`src/rtl/dtcm_defines.svh`:
```
// Purpose: Offsets, field values, reset values and timing counts of the trouble code messenger
// Assumes: 20 MHz system clock
// Notes: Definitions only
`ifndef DTCM_DEFINES_SVH
`define DTCM_DEFINES_SVH

// ==========================================================
// Timing
`define DTCM_CLK_HZ 20000000
`define DTCM_UPDATE_MS 1000
`define DTCM_TICK_CYCLES ((`DTCM_CLK_HZ / 1000) * `DTCM_UPDATE_MS)

// ==========================================================
// Register offsets (byte addresses)
`define DTCM_REG_CTRL 8'h00
`define DTCM_REG_STATUS 8'h04
`define DTCM_REG_INT_STAT 8'h08
`define DTCM_REG_INT_MASK 8'h0C
`define DTCM_CTRL_RESET 32'h0000_0001
`define DTCM_MASK_RESET 4'h0
`define DTCM_CTRL_EN_BIT 0
`define DTCM_STAT_BUSY_BIT 16

// Interrupt status bits
`define DTCM_INT_ACTIVE_SENT 0
`define DTCM_INT_PREV_SENT 1
`define DTCM_INT_NACK_SENT 2
`define DTCM_INT_CLEARED 3

// ==========================================================
// Group numbers and message fields
`define DTCM_PGN_REQUEST 18'h0_EA00
`define DTCM_PGN_ACK 18'h0_E800
`define DTCM_PGN_ACTIVE 18'h0_FECA
`define DTCM_PGN_PREV 18'h0_FECB
`define DTCM_PGN_CLEAR 18'h0_FECC
`define DTCM_PRIO_DEFAULT 3'h6
`define DTCM_NACK_CTRL 8'h01
`define DTCM_BYTE_ONES 8'hFF
`define DTCM_BYTE_ZERO 8'h00
`define DTCM_LAMP_ON 2'h1
`define DTCM_LAMP_OFF 2'h0
`define DTCM_SINGLE_LEN 8'h08
`define DTCM_LAMP_LEN 8'h02
`define DTCM_SLOTS 8

`endif

```
`src/rtl/dtcm_pkg.sv`:
```
// Purpose: Types shared by the trouble code messenger and its users
// Assumes: Constants live in dtcm_defines.svh
// Notes: Types only
package dtcm_pkg;

  // ==========================================================
  // One stored trouble code
  typedef struct packed {
    logic cm;
    logic [6:0] oc;
    logic [4:0] fmi;
    logic [18:0] spn;
  } dtcm_fault_t;

  // Header handed to the frame layer with the first byte
  typedef struct packed {
    logic [2:0] prio;
    logic [17:0] pgn;
    logic multi;
    logic [7:0] len;
  } dtcm_hdr_t;

  typedef enum logic [1:0] {
    DTCM_KIND_ACTIVE,
    DTCM_KIND_PREV,
    DTCM_KIND_NACK
  } dtcm_kind_t;

  typedef enum logic [2:0] {
    DTCM_S_IDLE,
    DTCM_S_LAMP,
    DTCM_S_RSV,
    DTCM_S_REC,
    DTCM_S_EMPTY,
    DTCM_S_NACK
  } dtcm_state_t;

endpackage

```
`src/rtl/dtcm_messenger.sv`:
```
// Purpose: Builds and schedules active and previously-active trouble code messages and NACK replies
// Assumes: Fault, lamp and request inputs come from logic on clk; volt_ok is a pin
// Notes: Bytes leave one at a time through a valid/ready port to the transport layer
`timescale 1ns/1ns
`include "dtcm_defines.svh"

module dtcm_messenger #(
  parameter int unsigned TICK_CYCLES = `DTCM_TICK_CYCLES
) (
  input wire logic clk,
  input wire logic nrst,
  input wire logic [7:0] reg_addr,
  input wire logic [31:0] reg_wdata,
  input wire logic reg_wr,
  input wire logic reg_rd,
  output logic [31:0] reg_rdata,
  input wire logic fault_upd,
  input wire logic [2:0] fault_slot,
  input wire logic fault_act,
  input wire dtcm_pkg::dtcm_fault_t fault_rec,
  input wire logic [3:0] lamp_on,
  input wire logic req_valid,
  input wire logic [17:0] req_pgn,
  input wire logic volt_ok,
  output logic tx_valid,
  input wire logic tx_ready,
  output logic [7:0] tx_data,
  output logic tx_first,
  output logic tx_last,
  output dtcm_pkg::dtcm_hdr_t tx_hdr,
  output logic irq
);

  // ==========================================================
  // Helpers
  function automatic logic [7:0] rec_byte(input dtcm_pkg::dtcm_fault_t r, input logic [1:0] k);
    logic [7:0] b;
    b = '0;
    unique case (k)
      2'd0: b = r.spn[7:0];
      2'd1: b = r.spn[15:8];
      2'd2: b = {r.spn[18:16], r.fmi};
      2'd3: b = {r.cm, r.oc};
    endcase
    return b;
  endfunction

  function automatic logic [3:0] count_ones(input logic [7:0] m);
    logic [3:0] n;
    n = '0;
    for (int i = 0; i < `DTCM_SLOTS; i++) begin
      n = n + {3'b0, m[i]};
    end
    return n;
  endfunction

  // ==========================================================
  // Pin synchroniser for the supply-good level
  logic volt_meta_q;
  logic volt_q;

  always_ff @(posedge clk) begin
    if (!nrst) begin
      volt_meta_q <= 1'b0;
      volt_q <= 1'b0;
    end else begin
      volt_meta_q <= volt_ok;
      volt_q <= volt_meta_q;
    end
  end

  // ==========================================================
  // Free-running update timer; extra reports never restart it
  logic [24:0] tick_cnt_q;
  wire tick = (tick_cnt_q == 25'(TICK_CYCLES - 1));

  always_ff @(posedge clk) begin
    if (!nrst) begin
      tick_cnt_q <= '0;
    end else begin
      tick_cnt_q <= tick ? '0 : tick_cnt_q + 25'd1;
    end
  end

  // ==========================================================
  // Registers
  logic [31:0] ctrl_q;
  logic [3:0] int_stat_q;
  logic [3:0] int_mask_q;
  logic busy;
  logic [3:0] events;
  logic [7:0] active_q;
  logic [7:0] prev_q;

  wire sel_ctrl = (reg_addr == `DTCM_REG_CTRL);
  wire sel_status = (reg_addr == `DTCM_REG_STATUS);
  wire sel_int = (reg_addr == `DTCM_REG_INT_STAT);
  wire sel_mask = (reg_addr == `DTCM_REG_INT_MASK);
  wire enable = ctrl_q[`DTCM_CTRL_EN_BIT];
  wire int_rd_clr = reg_rd && sel_int;
  wire [31:0] status_word = {15'b0, busy, prev_q, active_q};
  wire [31:0] rd_mux = sel_ctrl ? ctrl_q :
                       sel_status ? status_word :
                       sel_int ? {28'b0, int_stat_q} :
                       sel_mask ? {28'b0, int_mask_q} : 32'h0000_0000;

  always_ff @(posedge clk) begin
    if (!nrst) begin
      ctrl_q <= `DTCM_CTRL_RESET;
      int_mask_q <= `DTCM_MASK_RESET;
      int_stat_q <= '0;
      reg_rdata <= '0;
    end else begin
      if (reg_wr && sel_ctrl) begin
        ctrl_q <= {31'b0, reg_wdata[`DTCM_CTRL_EN_BIT]};
      end
      if (reg_wr && sel_mask) begin
        int_mask_q <= reg_wdata[3:0];
      end
      // New events win over the read that clears
      int_stat_q <= (int_rd_clr ? 4'h0 : int_stat_q) | events;
      reg_rdata <= reg_rd ? rd_mux : 32'h0000_0000;
    end
  end

  assign irq = |(int_stat_q & int_mask_q);

  // ==========================================================
  // Fault table
  dtcm_pkg::dtcm_fault_t rec_q [`DTCM_SLOTS];
  logic [7:0] seen_q;
  logic any_q;
  logic pend_act_q;
  logic pend_prev_q;
  logic pend_nack_q;
  logic [17:0] nack_pgn_q;
  logic take_act;
  logic take_prev;
  logic take_nack;

  wire [7:0] slot_bit = 8'h01 << fault_slot;
  wire going_on = fault_upd && fault_act && !active_q[fault_slot];
  wire going_off = fault_upd && !fault_act && active_q[fault_slot];
  wire new_code = going_on && !seen_q[fault_slot];
  wire periodic = tick && (any_q || (|active_q));
  wire req_active = req_valid && (req_pgn == `DTCM_PGN_ACTIVE);
  wire req_prev = req_valid && (req_pgn == `DTCM_PGN_PREV);
  wire req_clear = req_valid && (req_pgn == `DTCM_PGN_CLEAR);
  wire clear_ok = req_clear && volt_q;
  wire req_bad = req_valid && !req_active && !req_prev && !req_clear;
  wire clear_nack = req_clear && !volt_q;

  always_ff @(posedge clk) begin
    if (!nrst) begin
      active_q <= '0;
      prev_q <= '0;
      seen_q <= '0;
      any_q <= 1'b0;
    end else begin
      if (fault_upd) begin
        active_q <= fault_act ? (active_q | slot_bit) : (active_q & ~slot_bit);
      end
      // A code that falls away while clearing still lands in the table
      prev_q <= (clear_ok ? 8'h00 : prev_q) | (going_off ? slot_bit : 8'h00);
      seen_q <= (tick ? 8'h00 : seen_q) | (going_on ? slot_bit : 8'h00);
      any_q <= tick ? 1'b0 : (any_q || (|active_q));
    end
  end

  always_ff @(posedge clk) begin
    if (fault_upd && fault_act) begin
      rec_q[fault_slot] <= fault_rec;
    end
  end

  // ==========================================================
  // Pending work; a new demand wins over the take of the old one
  always_ff @(posedge clk) begin
    if (!nrst) begin
      pend_act_q <= 1'b0;
      pend_prev_q <= 1'b0;
      pend_nack_q <= 1'b0;
      nack_pgn_q <= '0;
    end else begin
      pend_act_q <= (pend_act_q && !take_act) ||
                    (enable && (periodic || new_code)) || req_active;
      pend_prev_q <= (pend_prev_q && !take_prev) || req_prev;
      pend_nack_q <= (pend_nack_q && !take_nack) || req_bad || clear_nack;
      if (req_bad || clear_nack) begin
        nack_pgn_q <= req_pgn;
      end
    end
  end

  // ==========================================================
  // Byte generator and output stage
  dtcm_pkg::dtcm_state_t state_q;
  dtcm_pkg::dtcm_kind_t kind_q;
  logic [7:0] snap_q;
  logic [2:0] slot_q;
  logic [2:0] k_q;

  wire out_free = !tx_valid || tx_ready;
  wire [7:0] lamp_byte = {lamp_on[3] ? `DTCM_LAMP_ON : `DTCM_LAMP_OFF,
                          lamp_on[2] ? `DTCM_LAMP_ON : `DTCM_LAMP_OFF,
                          lamp_on[1] ? `DTCM_LAMP_ON : `DTCM_LAMP_OFF,
                          lamp_on[0] ? `DTCM_LAMP_ON : `DTCM_LAMP_OFF};
  wire idle = (state_q == dtcm_pkg::DTCM_S_IDLE);
  // Header must hold until the last byte of the message before has gone
  wire start_ok = idle && out_free;
  assign take_nack = start_ok && pend_nack_q;
  assign take_prev = start_ok && !pend_nack_q && pend_prev_q;
  assign take_act = start_ok && !pend_nack_q && !pend_prev_q && pend_act_q;
  assign busy = !idle;

  // Contents fixed at start: every currently active code, or every previously active code for a previous report
  wire [7:0] start_mask = take_prev ? prev_q : active_q;
  wire [3:0] start_cnt = count_ones(start_mask);
  wire [7:0] start_len = (start_cnt == 4'd0) ? `DTCM_SINGLE_LEN :
                         `DTCM_LAMP_LEN + {2'b0, start_cnt, 2'b0};
  wire rec_here = snap_q[slot_q];
  wire [7:0] above = snap_q >> slot_q;
  wire rec_final = (above[7:1] == 7'h00);
  wire [7:0] rec_out = rec_byte(rec_q[slot_q], k_q[1:0]);
  wire [7:0] empty_out = (k_q < 3'd4) ? `DTCM_BYTE_ZERO : `DTCM_BYTE_ONES;
  wire [7:0] nack_out = (k_q == 3'd0) ? `DTCM_NACK_CTRL :
                        (k_q == 3'd5) ? nack_pgn_q[7:0] :
                        (k_q == 3'd6) ? nack_pgn_q[15:8] :
                        (k_q == 3'd7) ? {6'b0, nack_pgn_q[17:16]} : `DTCM_BYTE_ONES;

  always_ff @(posedge clk) begin
    if (!nrst) begin
      state_q <= dtcm_pkg::DTCM_S_IDLE;
      kind_q <= dtcm_pkg::DTCM_KIND_ACTIVE;
      snap_q <= '0;
      slot_q <= '0;
      k_q <= '0;
      tx_hdr <= '0;
    end else begin
      unique case (state_q)
        dtcm_pkg::DTCM_S_IDLE: begin
          k_q <= '0;
          slot_q <= '0;
          snap_q <= start_mask;
          if (take_nack) begin
            kind_q <= dtcm_pkg::DTCM_KIND_NACK;
            state_q <= dtcm_pkg::DTCM_S_NACK;
            tx_hdr <= {`DTCM_PRIO_DEFAULT, `DTCM_PGN_ACK, 1'b0, `DTCM_SINGLE_LEN};
          end else if (take_prev || take_act) begin
            kind_q <= take_prev ? dtcm_pkg::DTCM_KIND_PREV : dtcm_pkg::DTCM_KIND_ACTIVE;
            state_q <= dtcm_pkg::DTCM_S_LAMP;
            tx_hdr <= {`DTCM_PRIO_DEFAULT, take_prev ? `DTCM_PGN_PREV : `DTCM_PGN_ACTIVE,
                       start_cnt > 4'd1, start_len};
          end
        end
        dtcm_pkg::DTCM_S_LAMP: begin
          if (out_free) begin
            state_q <= dtcm_pkg::DTCM_S_RSV;
          end
        end
        dtcm_pkg::DTCM_S_RSV: begin
          if (out_free) begin
            state_q <= (snap_q == 8'h00) ? dtcm_pkg::DTCM_S_EMPTY : dtcm_pkg::DTCM_S_REC;
          end
        end
        dtcm_pkg::DTCM_S_REC: begin
          if (!rec_here) begin
            slot_q <= slot_q + 3'd1;
          end else if (out_free) begin
            k_q <= (k_q == 3'd3) ? 3'd0 : k_q + 3'd1;
            if (k_q == 3'd3) begin
              slot_q <= slot_q + 3'd1;
              if (rec_final) begin
                state_q <= dtcm_pkg::DTCM_S_IDLE;
              end
            end
          end
        end
        dtcm_pkg::DTCM_S_EMPTY: begin
          if (out_free) begin
            k_q <= k_q + 3'd1;
            if (k_q == 3'd5) begin
              state_q <= dtcm_pkg::DTCM_S_IDLE;
            end
          end
        end
        dtcm_pkg::DTCM_S_NACK: begin
          if (out_free) begin
            k_q <= k_q + 3'd1;
            if (k_q == 3'd7) begin
              state_q <= dtcm_pkg::DTCM_S_IDLE;
            end
          end
        end
      endcase
    end
  end

  // What the generator offers this cycle
  logic gen_valid;
  logic [7:0] gen_data;
  logic gen_first;
  logic gen_last;

  always_comb begin
    gen_valid = 1'b0;
    gen_data = `DTCM_BYTE_ZERO;
    gen_first = 1'b0;
    gen_last = 1'b0;
    unique case (state_q)
      dtcm_pkg::DTCM_S_IDLE: begin
        gen_valid = 1'b0;
      end
      dtcm_pkg::DTCM_S_LAMP: begin
        gen_valid = 1'b1;
        gen_data = lamp_byte;
        gen_first = 1'b1;
      end
      dtcm_pkg::DTCM_S_RSV: begin
        gen_valid = 1'b1;
        gen_data = `DTCM_BYTE_ONES;
      end
      dtcm_pkg::DTCM_S_REC: begin
        gen_valid = rec_here;
        gen_data = rec_out;
        gen_last = rec_final && (k_q == 3'd3);
      end
      dtcm_pkg::DTCM_S_EMPTY: begin
        gen_valid = 1'b1;
        gen_data = empty_out;
        gen_last = (k_q == 3'd5);
      end
      dtcm_pkg::DTCM_S_NACK: begin
        gen_valid = 1'b1;
        gen_data = nack_out;
        gen_first = (k_q == 3'd0);
        gen_last = (k_q == 3'd7);
      end
    endcase
  end

  wire load = gen_valid && out_free;
  wire done = load && gen_last;
  assign events = {clear_ok,
                   done && (kind_q == dtcm_pkg::DTCM_KIND_NACK),
                   done && (kind_q == dtcm_pkg::DTCM_KIND_PREV),
                   done && (kind_q == dtcm_pkg::DTCM_KIND_ACTIVE)};

  always_ff @(posedge clk) begin
    if (!nrst) begin
      tx_valid <= 1'b0;
      tx_data <= '0;
      tx_first <= 1'b0;
      tx_last <= 1'b0;
    end else if (out_free) begin
      tx_valid <= gen_valid;
      if (gen_valid) begin
        tx_data <= gen_data;
        tx_first <= gen_first;
        tx_last <= gen_last;
      end
    end
  end

endmodule

```
`config.mk`:
```
export PLATFORM = sky130hd
export DESIGN_NAME = dtcm_messenger
export DESIGN_NICKNAME = d
export VERILOG_FILES = /design/src/rtl/dtcm_pkg.sv /design/src/rtl/dtcm_messenger.sv
export VERILOG_INCLUDE_DIRS = /design/src /design/src/rtl
export SDC_FILE = /design/constraint.sdc
export NUM_CORES = 1
export LEC_CHECK = 0
export BUFFER_PORTS_ARGS = -buffer_cell sky130_fd_sc_hd__buf_2
export CORE_ASPECT_RATIO = 0.8
export CORE_MARGIN = 2
export CORE_UTILIZATION = 51
export DETAILED_ROUTE_END_ITERATION = 8
export GPL_TIMING_DRIVEN = 0
export PLACE_DENSITY = 0.71
export SYNTH_ARGS = -nofsm -noshare
export SYNTH_HDL_FRONTEND = slang
export SYNTH_SLANG_ARGS = --single-unit
```
`constraint.sdc`:
```
create_clock -name clk -period 5.4 [get_ports clk]
set_input_delay 1.08 -clock clk [delete_from_list [all_inputs] [get_ports clk]]
set_output_delay 1.08 -clock clk [all_outputs]
set_load 0.02 [all_outputs]
```
==> results.py, run 1 <==
metrics = {
    "setup_path": {
        "critPathMaxStageDelay_ns": 0.56,
        "r2r_cells": 17,
        "cp.arrival_ns": 5.36,
        "setup.worst_path.end_class": "flop",
        "r2r_slack_ns": 0.51,
        "crit_top_cell": "fa_1",
        "critical_path_class": "reg -> reg",
        "cp.buffers_inverters": 4,
        "cp_slowest_cell": "fa_1",
        "crit_chain": "clkbuf_1 -> or3_1 -> clkbuf_1 -> nor3_1 -> nand2_1 -> mux2_2 -> fa_1 -> fa_1 -> fa_1 -> ha_1 -> inv_1 -> fa_1 -> xnor2_1 -> nand3b_1 -> o21ai_0 -> inv_1 -> a21oi_1",
        "r2r_start": "state_q[1]",
        "crit_required_ns": 5.87,
        "cp_max_fo": 9,
        "r2r_end": "tx_hdr[3]",
        "start_kind": "flop",
        "cpLargestDelayFamily": "adder cells",
    },
    "placement": {
        "dpl-instance-area_mm2": 0.0183,
        "dp_cells": 1813,
        "place.port_buffers": 123,
        "dp.final_hpwl_um": 25900,
        "place_ws_ns": 0.0589,
        "place.gp.congestion": 0.869,
    },
    "timing": {
        "grt_setup_unrepaired": "no",
        "finalCritPeriodShare": 0.906,
        "max_freq_mhz": 204,
        "finalSetupViolCount": 0,
        "min_period_ns": 4.89,
        "finalHoldViolations": 0,
        "fin_tns_setup_ns": 0,
        "slew_headroom": 0.391,
        "drv_slew": 0,
        "tightest_slew_ns": 0.900,
        "clock-skew-final_ns": 0.0140,
        "finalWorstSetupSlack_ns": 0.507,
    },
    "layout": {
        "drive_above_1_share": 0.225,
        "nets": 1551,
        "final_area_mm2": 0.0196,
        "area_delta_synth_final_pct": 16.8,
        "finalNonFillerCells": 1890,
    },
    "power_and_ir_drop": {
        "pwr-share-clk": 0.372,
        "p_leak_nw": 6.99,
        "power.net_switching_mw": 1.99,
        "power.density_mw_per_mm2": 380,
        "swShare": 0.267,
        "peakVddDrop_mv": 0.286,
        "pwr-share-seq": 0.462,
        "pwr-share-comb": 0.166,
        "intPower_mw": 5.46,
    },
    "global_routing": {
        "antenna_found_initial": 9,
        "grt_busiest_layer": "met2",
        "grt-ovfl-total": 0,
        "grt_max_degree": 28,
        "grt_pass1_wl_um": 58200,
        "grt_pass1_vias": 10300,
        "use_met3": 0.0467,
        "grtUsageMet1": 0.324,
        "track_usage": 0.221,
        "gr-usage-met2": 0.337,
    },
    "flow_run": {
        "cap_violations": 0,
    },
    "synth": {
        "synthFlopType": "edfxtp_1",
        "synthCells": 1231,
        "yosysMostFrequentCell": "edfxtp_1",
        "synth_top_cell_area_share": 0.458,
        "synth-seq-area-share": 0.625,
        "synth_seq_cells": 396,
        "yosys-top-cells-count": "edfxtp_1, dfxtp_1, nor2_1",
        "synth_top_area_cell": "edfxtp_1",
        "netlist_area_mm2": 0.0168,
        "synth_area_leaders": "edfxtp_1, dfxtp_1, mux4_2",
        "synth_edf_count": 256,
        "avgSynthCellArea_um2": 13.6,
        "async_flop_share": 0,
        "yosys_warnings": 0,
        "ys_types": 67,
    },
    "clock_tree": {
        "path_clk_slew_ns": 0.06,
        "cts_max_path_buffers": 3,
        "cts_resized": 0,
        "ctsHoldBuffers": 0,
        "post_cts_buffers": 0,
        "cts_tree": "done",
        "clock-sinks": 396,
        "insertion_delay_ns": 0.55,
        "root_buffer": "clkbuf_16",
        "numCtsBuffers": 39,
        "h-tree-depth": 2,
    },
    "drt": {
        "routed_wirelength_um": 38000,
        "viasPerCell": 5.67,
        "num_vias": 10700,
        "route.detailed.drc": 0,
        "ant_nets": 0,
        "first_iter_violations": 1167,
        "wire_per_inst_um": 20.1,
        "first_pass_iters": 5,
    },
    "hold_path": {
        "min_path_cells": 1,
        "hp-class": "reg -> reg",
        "hold_path_startpoint": "volt_meta_q",
        "hold_path_end": "volt_q",
    },
    "floorplanning": {
        "initial_core_util": 0.517,
        "rows": 59,
        "core_area_mm2": 0.0325,
        "die_y_um": 166,
        "die_x_um": 207,
        "die_area_mm2": 0.0344,
        "ioPinCount": 180,
    },
    "outcome": {
        "status": "finished, final reports clean",
    },
}
## state kept, by name, indices dropped and copies added, names as in the netlist, 8 cells and up, named ones only
register	cells
tx_hdr	8
rec_q	256
tick_cnt_q	25
seen_q	8
nack_pgn_q	18
prev_q	8
snap_q	8
reg_rdata	17
tx_data	8
## logic make-up after synthesis
logic type / after synthesis / synth area share
other cells: 1 / 0.000223
mux: 118 / 0.115
buf+inv: 129 / 0.0406
flops: 396 / 0.625
simple gates: 365 / 0.116
compound gates: 180 / 0.0751
xor+xnor: 24 / 0.0125
fa+ha+maj: 18 / 0.0152
## worst max path at each step
stage / start / to / slack [ns] / cells after the start
6_report: state_q[1] / tx_hdr[3] / 0.51 / 17
5_1_grt: state_q[1] / tx_hdr[3] / 0.28 / 17
4_1_cts: state_q[1] / tx_hdr[3] / 0.53 / 17
3_5_place_dp: tx_ready / tx_hdr[3] / 0.06 / 16
3_3_place_gp: tx_ready / tx_hdr[3] / 0.12 / 16
2_1_floorplan: tx_ready / tx_hdr[3] / 0.56 / 15
## cells in the final DEF, fill, tap and decap left out, types with 50 or more instances in the layout
cell type,Yosys,layout
mux4_2,59,59
buf_2,13,136
dfxtp_1,140,140
nor2_1,74,66
clkbuf_1,42,53
mux2i_1,50,50
nand2_1,70,70
edfxtp_1,256,256
nor2b_1,55,55
## power by group through the flow
stage	clock network [mW]	logic, mW	registers [mW]
after global placement	0	1.19	3.50
final	2.77	1.23	3.44
after detailed placement	0	1.22	3.51
after global routing	2.93	1.35	3.46
after floorplan	0	0.844	3.51
after CTS	2.81	1.23	3.44
## cell type report
cell class	count	area [µm²]
Fill cell	2508	12900
Buffer	102	581
Clock inverter	16	203
Timing Repair Buffer	131	806
Multi-Input combinational cell	730	5770
Inverter	27	101
Tap cell	427	534
Antenna cell	6	15.0
Clock buffer	55	1110
Sequential cell	396	10500
## stage by stage
step / power (mW) / util / hold slack, ns
after floorplan: 4.35 / - / 0.412
after global placement: 4.69 / 0.555 / 0.421
after detailed placement: 4.72 / 0.563 / 0.422
after CTS: 7.48 / 0.603 / 0.437
after global routing: 7.74 / 0.603 / 0.474
final: 7.45 / 0.604 / 0.438
## metal layers
layer | share of wire | vias up
li1 | - | 4965
met1 | 0.45 | 5234
met2 | 0.45 | 452
met3 | 0.086 | 57
met4 | 0.016 | 6
met5 | 0.00089 | -
(Power assumes the default switching activity.)
==> run 2, diff against run 1 <==
Settings changed: CORE_MARGIN 2 to default.
==> results.py, run 2 (same netlist as run 1, synthesis figures left out) <==
metrics = {
    "timing": {
        "whs_ns": 0.441,
        "finalWorstSetupSlack_ns": 0.570,
        "grt_setup_unrepaired": "no",
        "clock-skew-final_ns": 0.0164,
        "finalCritPeriodShare": 0.895,
        "min_period_ns": 4.83,
        "slew_headroom": 0.384,
        "fin_tns_setup_ns": 0,
        "drv_slew": 0,
        "finalHoldViolations": 0,
        "finalSetupViolCount": 0,
        "tightest_slew_ns": 0.923,
        "max_freq_mhz": 207,
    },
    "setup_path": {
        "setup.worst_path.end_class": "flop",
        "cp_slowest_cell": "fa_1",
        "cpLargestDelayFamily": "adder cells",
        "crit_required_ns": 5.89,
        "critPathMaxStageDelay_ns": 0.57,
        "cp.arrival_ns": 5.32,
        "crit_chain": "clkbuf_1 -> or3_1 -> clkbuf_1 -> nor3_1 -> nand2_1 -> mux2_2 -> fa_1 -> fa_1 -> fa_1 -> ha_1 -> inv_1 -> fa_1 -> xnor2_1 -> nand3b_1 -> o21ai_0 -> inv_1 -> a21oi_1",
        "cp_max_fo": 9,
        "cp.buffers_inverters": 4,
        "critical_path_class": "reg -> reg",
        "crit_top_cell": "fa_1",
        "start_kind": "flop",
    },
    "outcome": {
        "status": "finished, final reports clean",
    },
    "drt": {
        "wire_per_inst_um": 20.2,
        "first_pass_iters": 5,
        "first_iter_violations": 957,
        "ant_nets": 0,
        "routed_wirelength_um": 38100,
        "route.detailed.drc": 0,
        "viasPerCell": 5.70,
        "num_vias": 10800,
    },
    "global_routing": {
        "grt_max_degree": 26,
        "grt-ovfl-total": 0,
        "grt_pass1_wl_um": 58400,
        "grt_pass1_vias": 10300,
        "track_usage": 0.230,
        "antenna_found_initial": 3,
    },
    "clock_tree": {
        "h-tree-depth": 2,
        "ctsHoldBuffers": 0,
        "cts_tree": "done",
        "insertion_delay_ns": 0.55,
        "root_buffer": "clkbuf_16",
        "cts_max_path_buffers": 3,
        "path_clk_slew_ns": 0.06,
        "clock-sinks": 396,
        "cts_resized": 0,
        "numCtsBuffers": 40,
        "post_cts_buffers": 0,
    },
    "layout": {
        "largest_reg_flops": 256,
        "fill_cells": 2489,
        "nets": 1552,
        "regArea_mm2": 0.0105,
        "area_delta_synth_final_pct": 16.9,
        "layout_common_cells": "edfxtp_1, dfxtp_1, buf_2",
        "multiInputGateArea_mm2": 0.00577,
        "top_register": "rec_q",
        "final_common_cell": "edfxtp_1",
        "largest_registers": "rec_q (256), tick_cnt_q (25), nack_pgn_q (18)",
        "drive_above_1_share": 0.228,
    },
    "floorplanning": {
        "die_x_um": 205,
        "die_area_mm2": 0.0337,
        "initial_core_util": 0.517,
        "core_area_mm2": 0.0325,
        "ioPinCount": 180,
        "rows": 59,
        "die_y_um": 164,
    },
    "placement": {
        "place.gp.congestion": 0.856,
        "dp.final_hpwl_um": 25900,
        "place.port_buffers": 123,
        "place_ws_ns": 0.00147,
    },
    "flow_run": {
        "cap_violations": 0,
    },
    "hold_path": {
        "hp-class": "reg -> reg",
    },
    "power_and_ir_drop": {
        "peakVddDrop_mv": 0.326,
        "p_leak_nw": 7.02,
        "power.density_mw_per_mm2": 381,
    },
}
## run 2: cell count changes in the layout (fill, tap and decap cells not counted)
cell / previous run / this run
clkinv_1: 4 / 8
inv_6: 0 / 1
clkinvlp_4: 3 / 1
clkbuf_8: 3 / 2
bufinv_16: 4 / 5
clkbuf_1: 53 / 45
clkinv_2: 3 / 8
clkbuf_16: 41 / 40
clkinv_8: 0 / 1
diode_2: 6 / 3
clkinv_4: 1 / 2
## run 2: report_power, final
part | switching, mW | leakage (nW) | internal [mW]
registers | 0.0949 | 3.45 | 3.35
logic | 0.755 | 2.91 | 0.479
clock network | 1.17 | 0.653 | 1.64
total | 2.02 | 7.02 | 5.46
## run 2: final timing paths
path                             startpoint         to  slack [ns]  depth (start not counted)
worst max-delay path             state_q[1]  tx_hdr[3]        0.57                         17
worst min-delay path            volt_meta_q     volt_q        0.44                          1
worst max register to register   state_q[1]  tx_hdr[3]        0.57                         17
worst min register to register  volt_meta_q     volt_q        0.44                          1
## run 2: area by class of cell
class                      count  area share
clock inverter                27      0.0149
sequential                   396       0.535
tap                          427      0.0272
buffer                       102      0.0296
timing repair buffer         131      0.0411
multi-input combinational    730       0.294
antenna                        3    0.000383
clock buffer                  45      0.0530
inverter                      27     0.00517
## run 2: metal layers
layer / vias to the layer above / GRT usage / routed length (µm)
met4: 2 / 0.0579 / 642
met2: 412 / 0.352 / 17100
li1: 4972 / - / -
met5: - / 0 / 13
met1: 5324 / 0.336 / 17100
met3: 60 / 0.0474 / 3200
## run 2: worst register-to-register path, delay by kind of cell, from the launching register on
family / cells / cell delay (ns)
buffers and inverters: 4 / 0.53
xor gates and xnor gates: 1 / 0.16
muxes: 1 / 0.39
AOI/OAI and AO/OA: 2 / 0.35
adders and majority gates: 5 / 2.05
DFF: 1 / 0.30
and+or+nand+nor: 4 / 1.00
## run 2: stage by stage
step	cell area (µm²)	utilization	std cells	power (mW)
2_1_floorplan	16900	-	1255	4.35
3_3_place_gp	18000	0.555	1805	4.70
3_5_place_dp	18300	0.563	1813	4.73
4_1_cts	19600	0.604	1885	7.49
5_1_grt	19600	0.604	1886	7.78
6_report	19600	0.604	1888	7.48
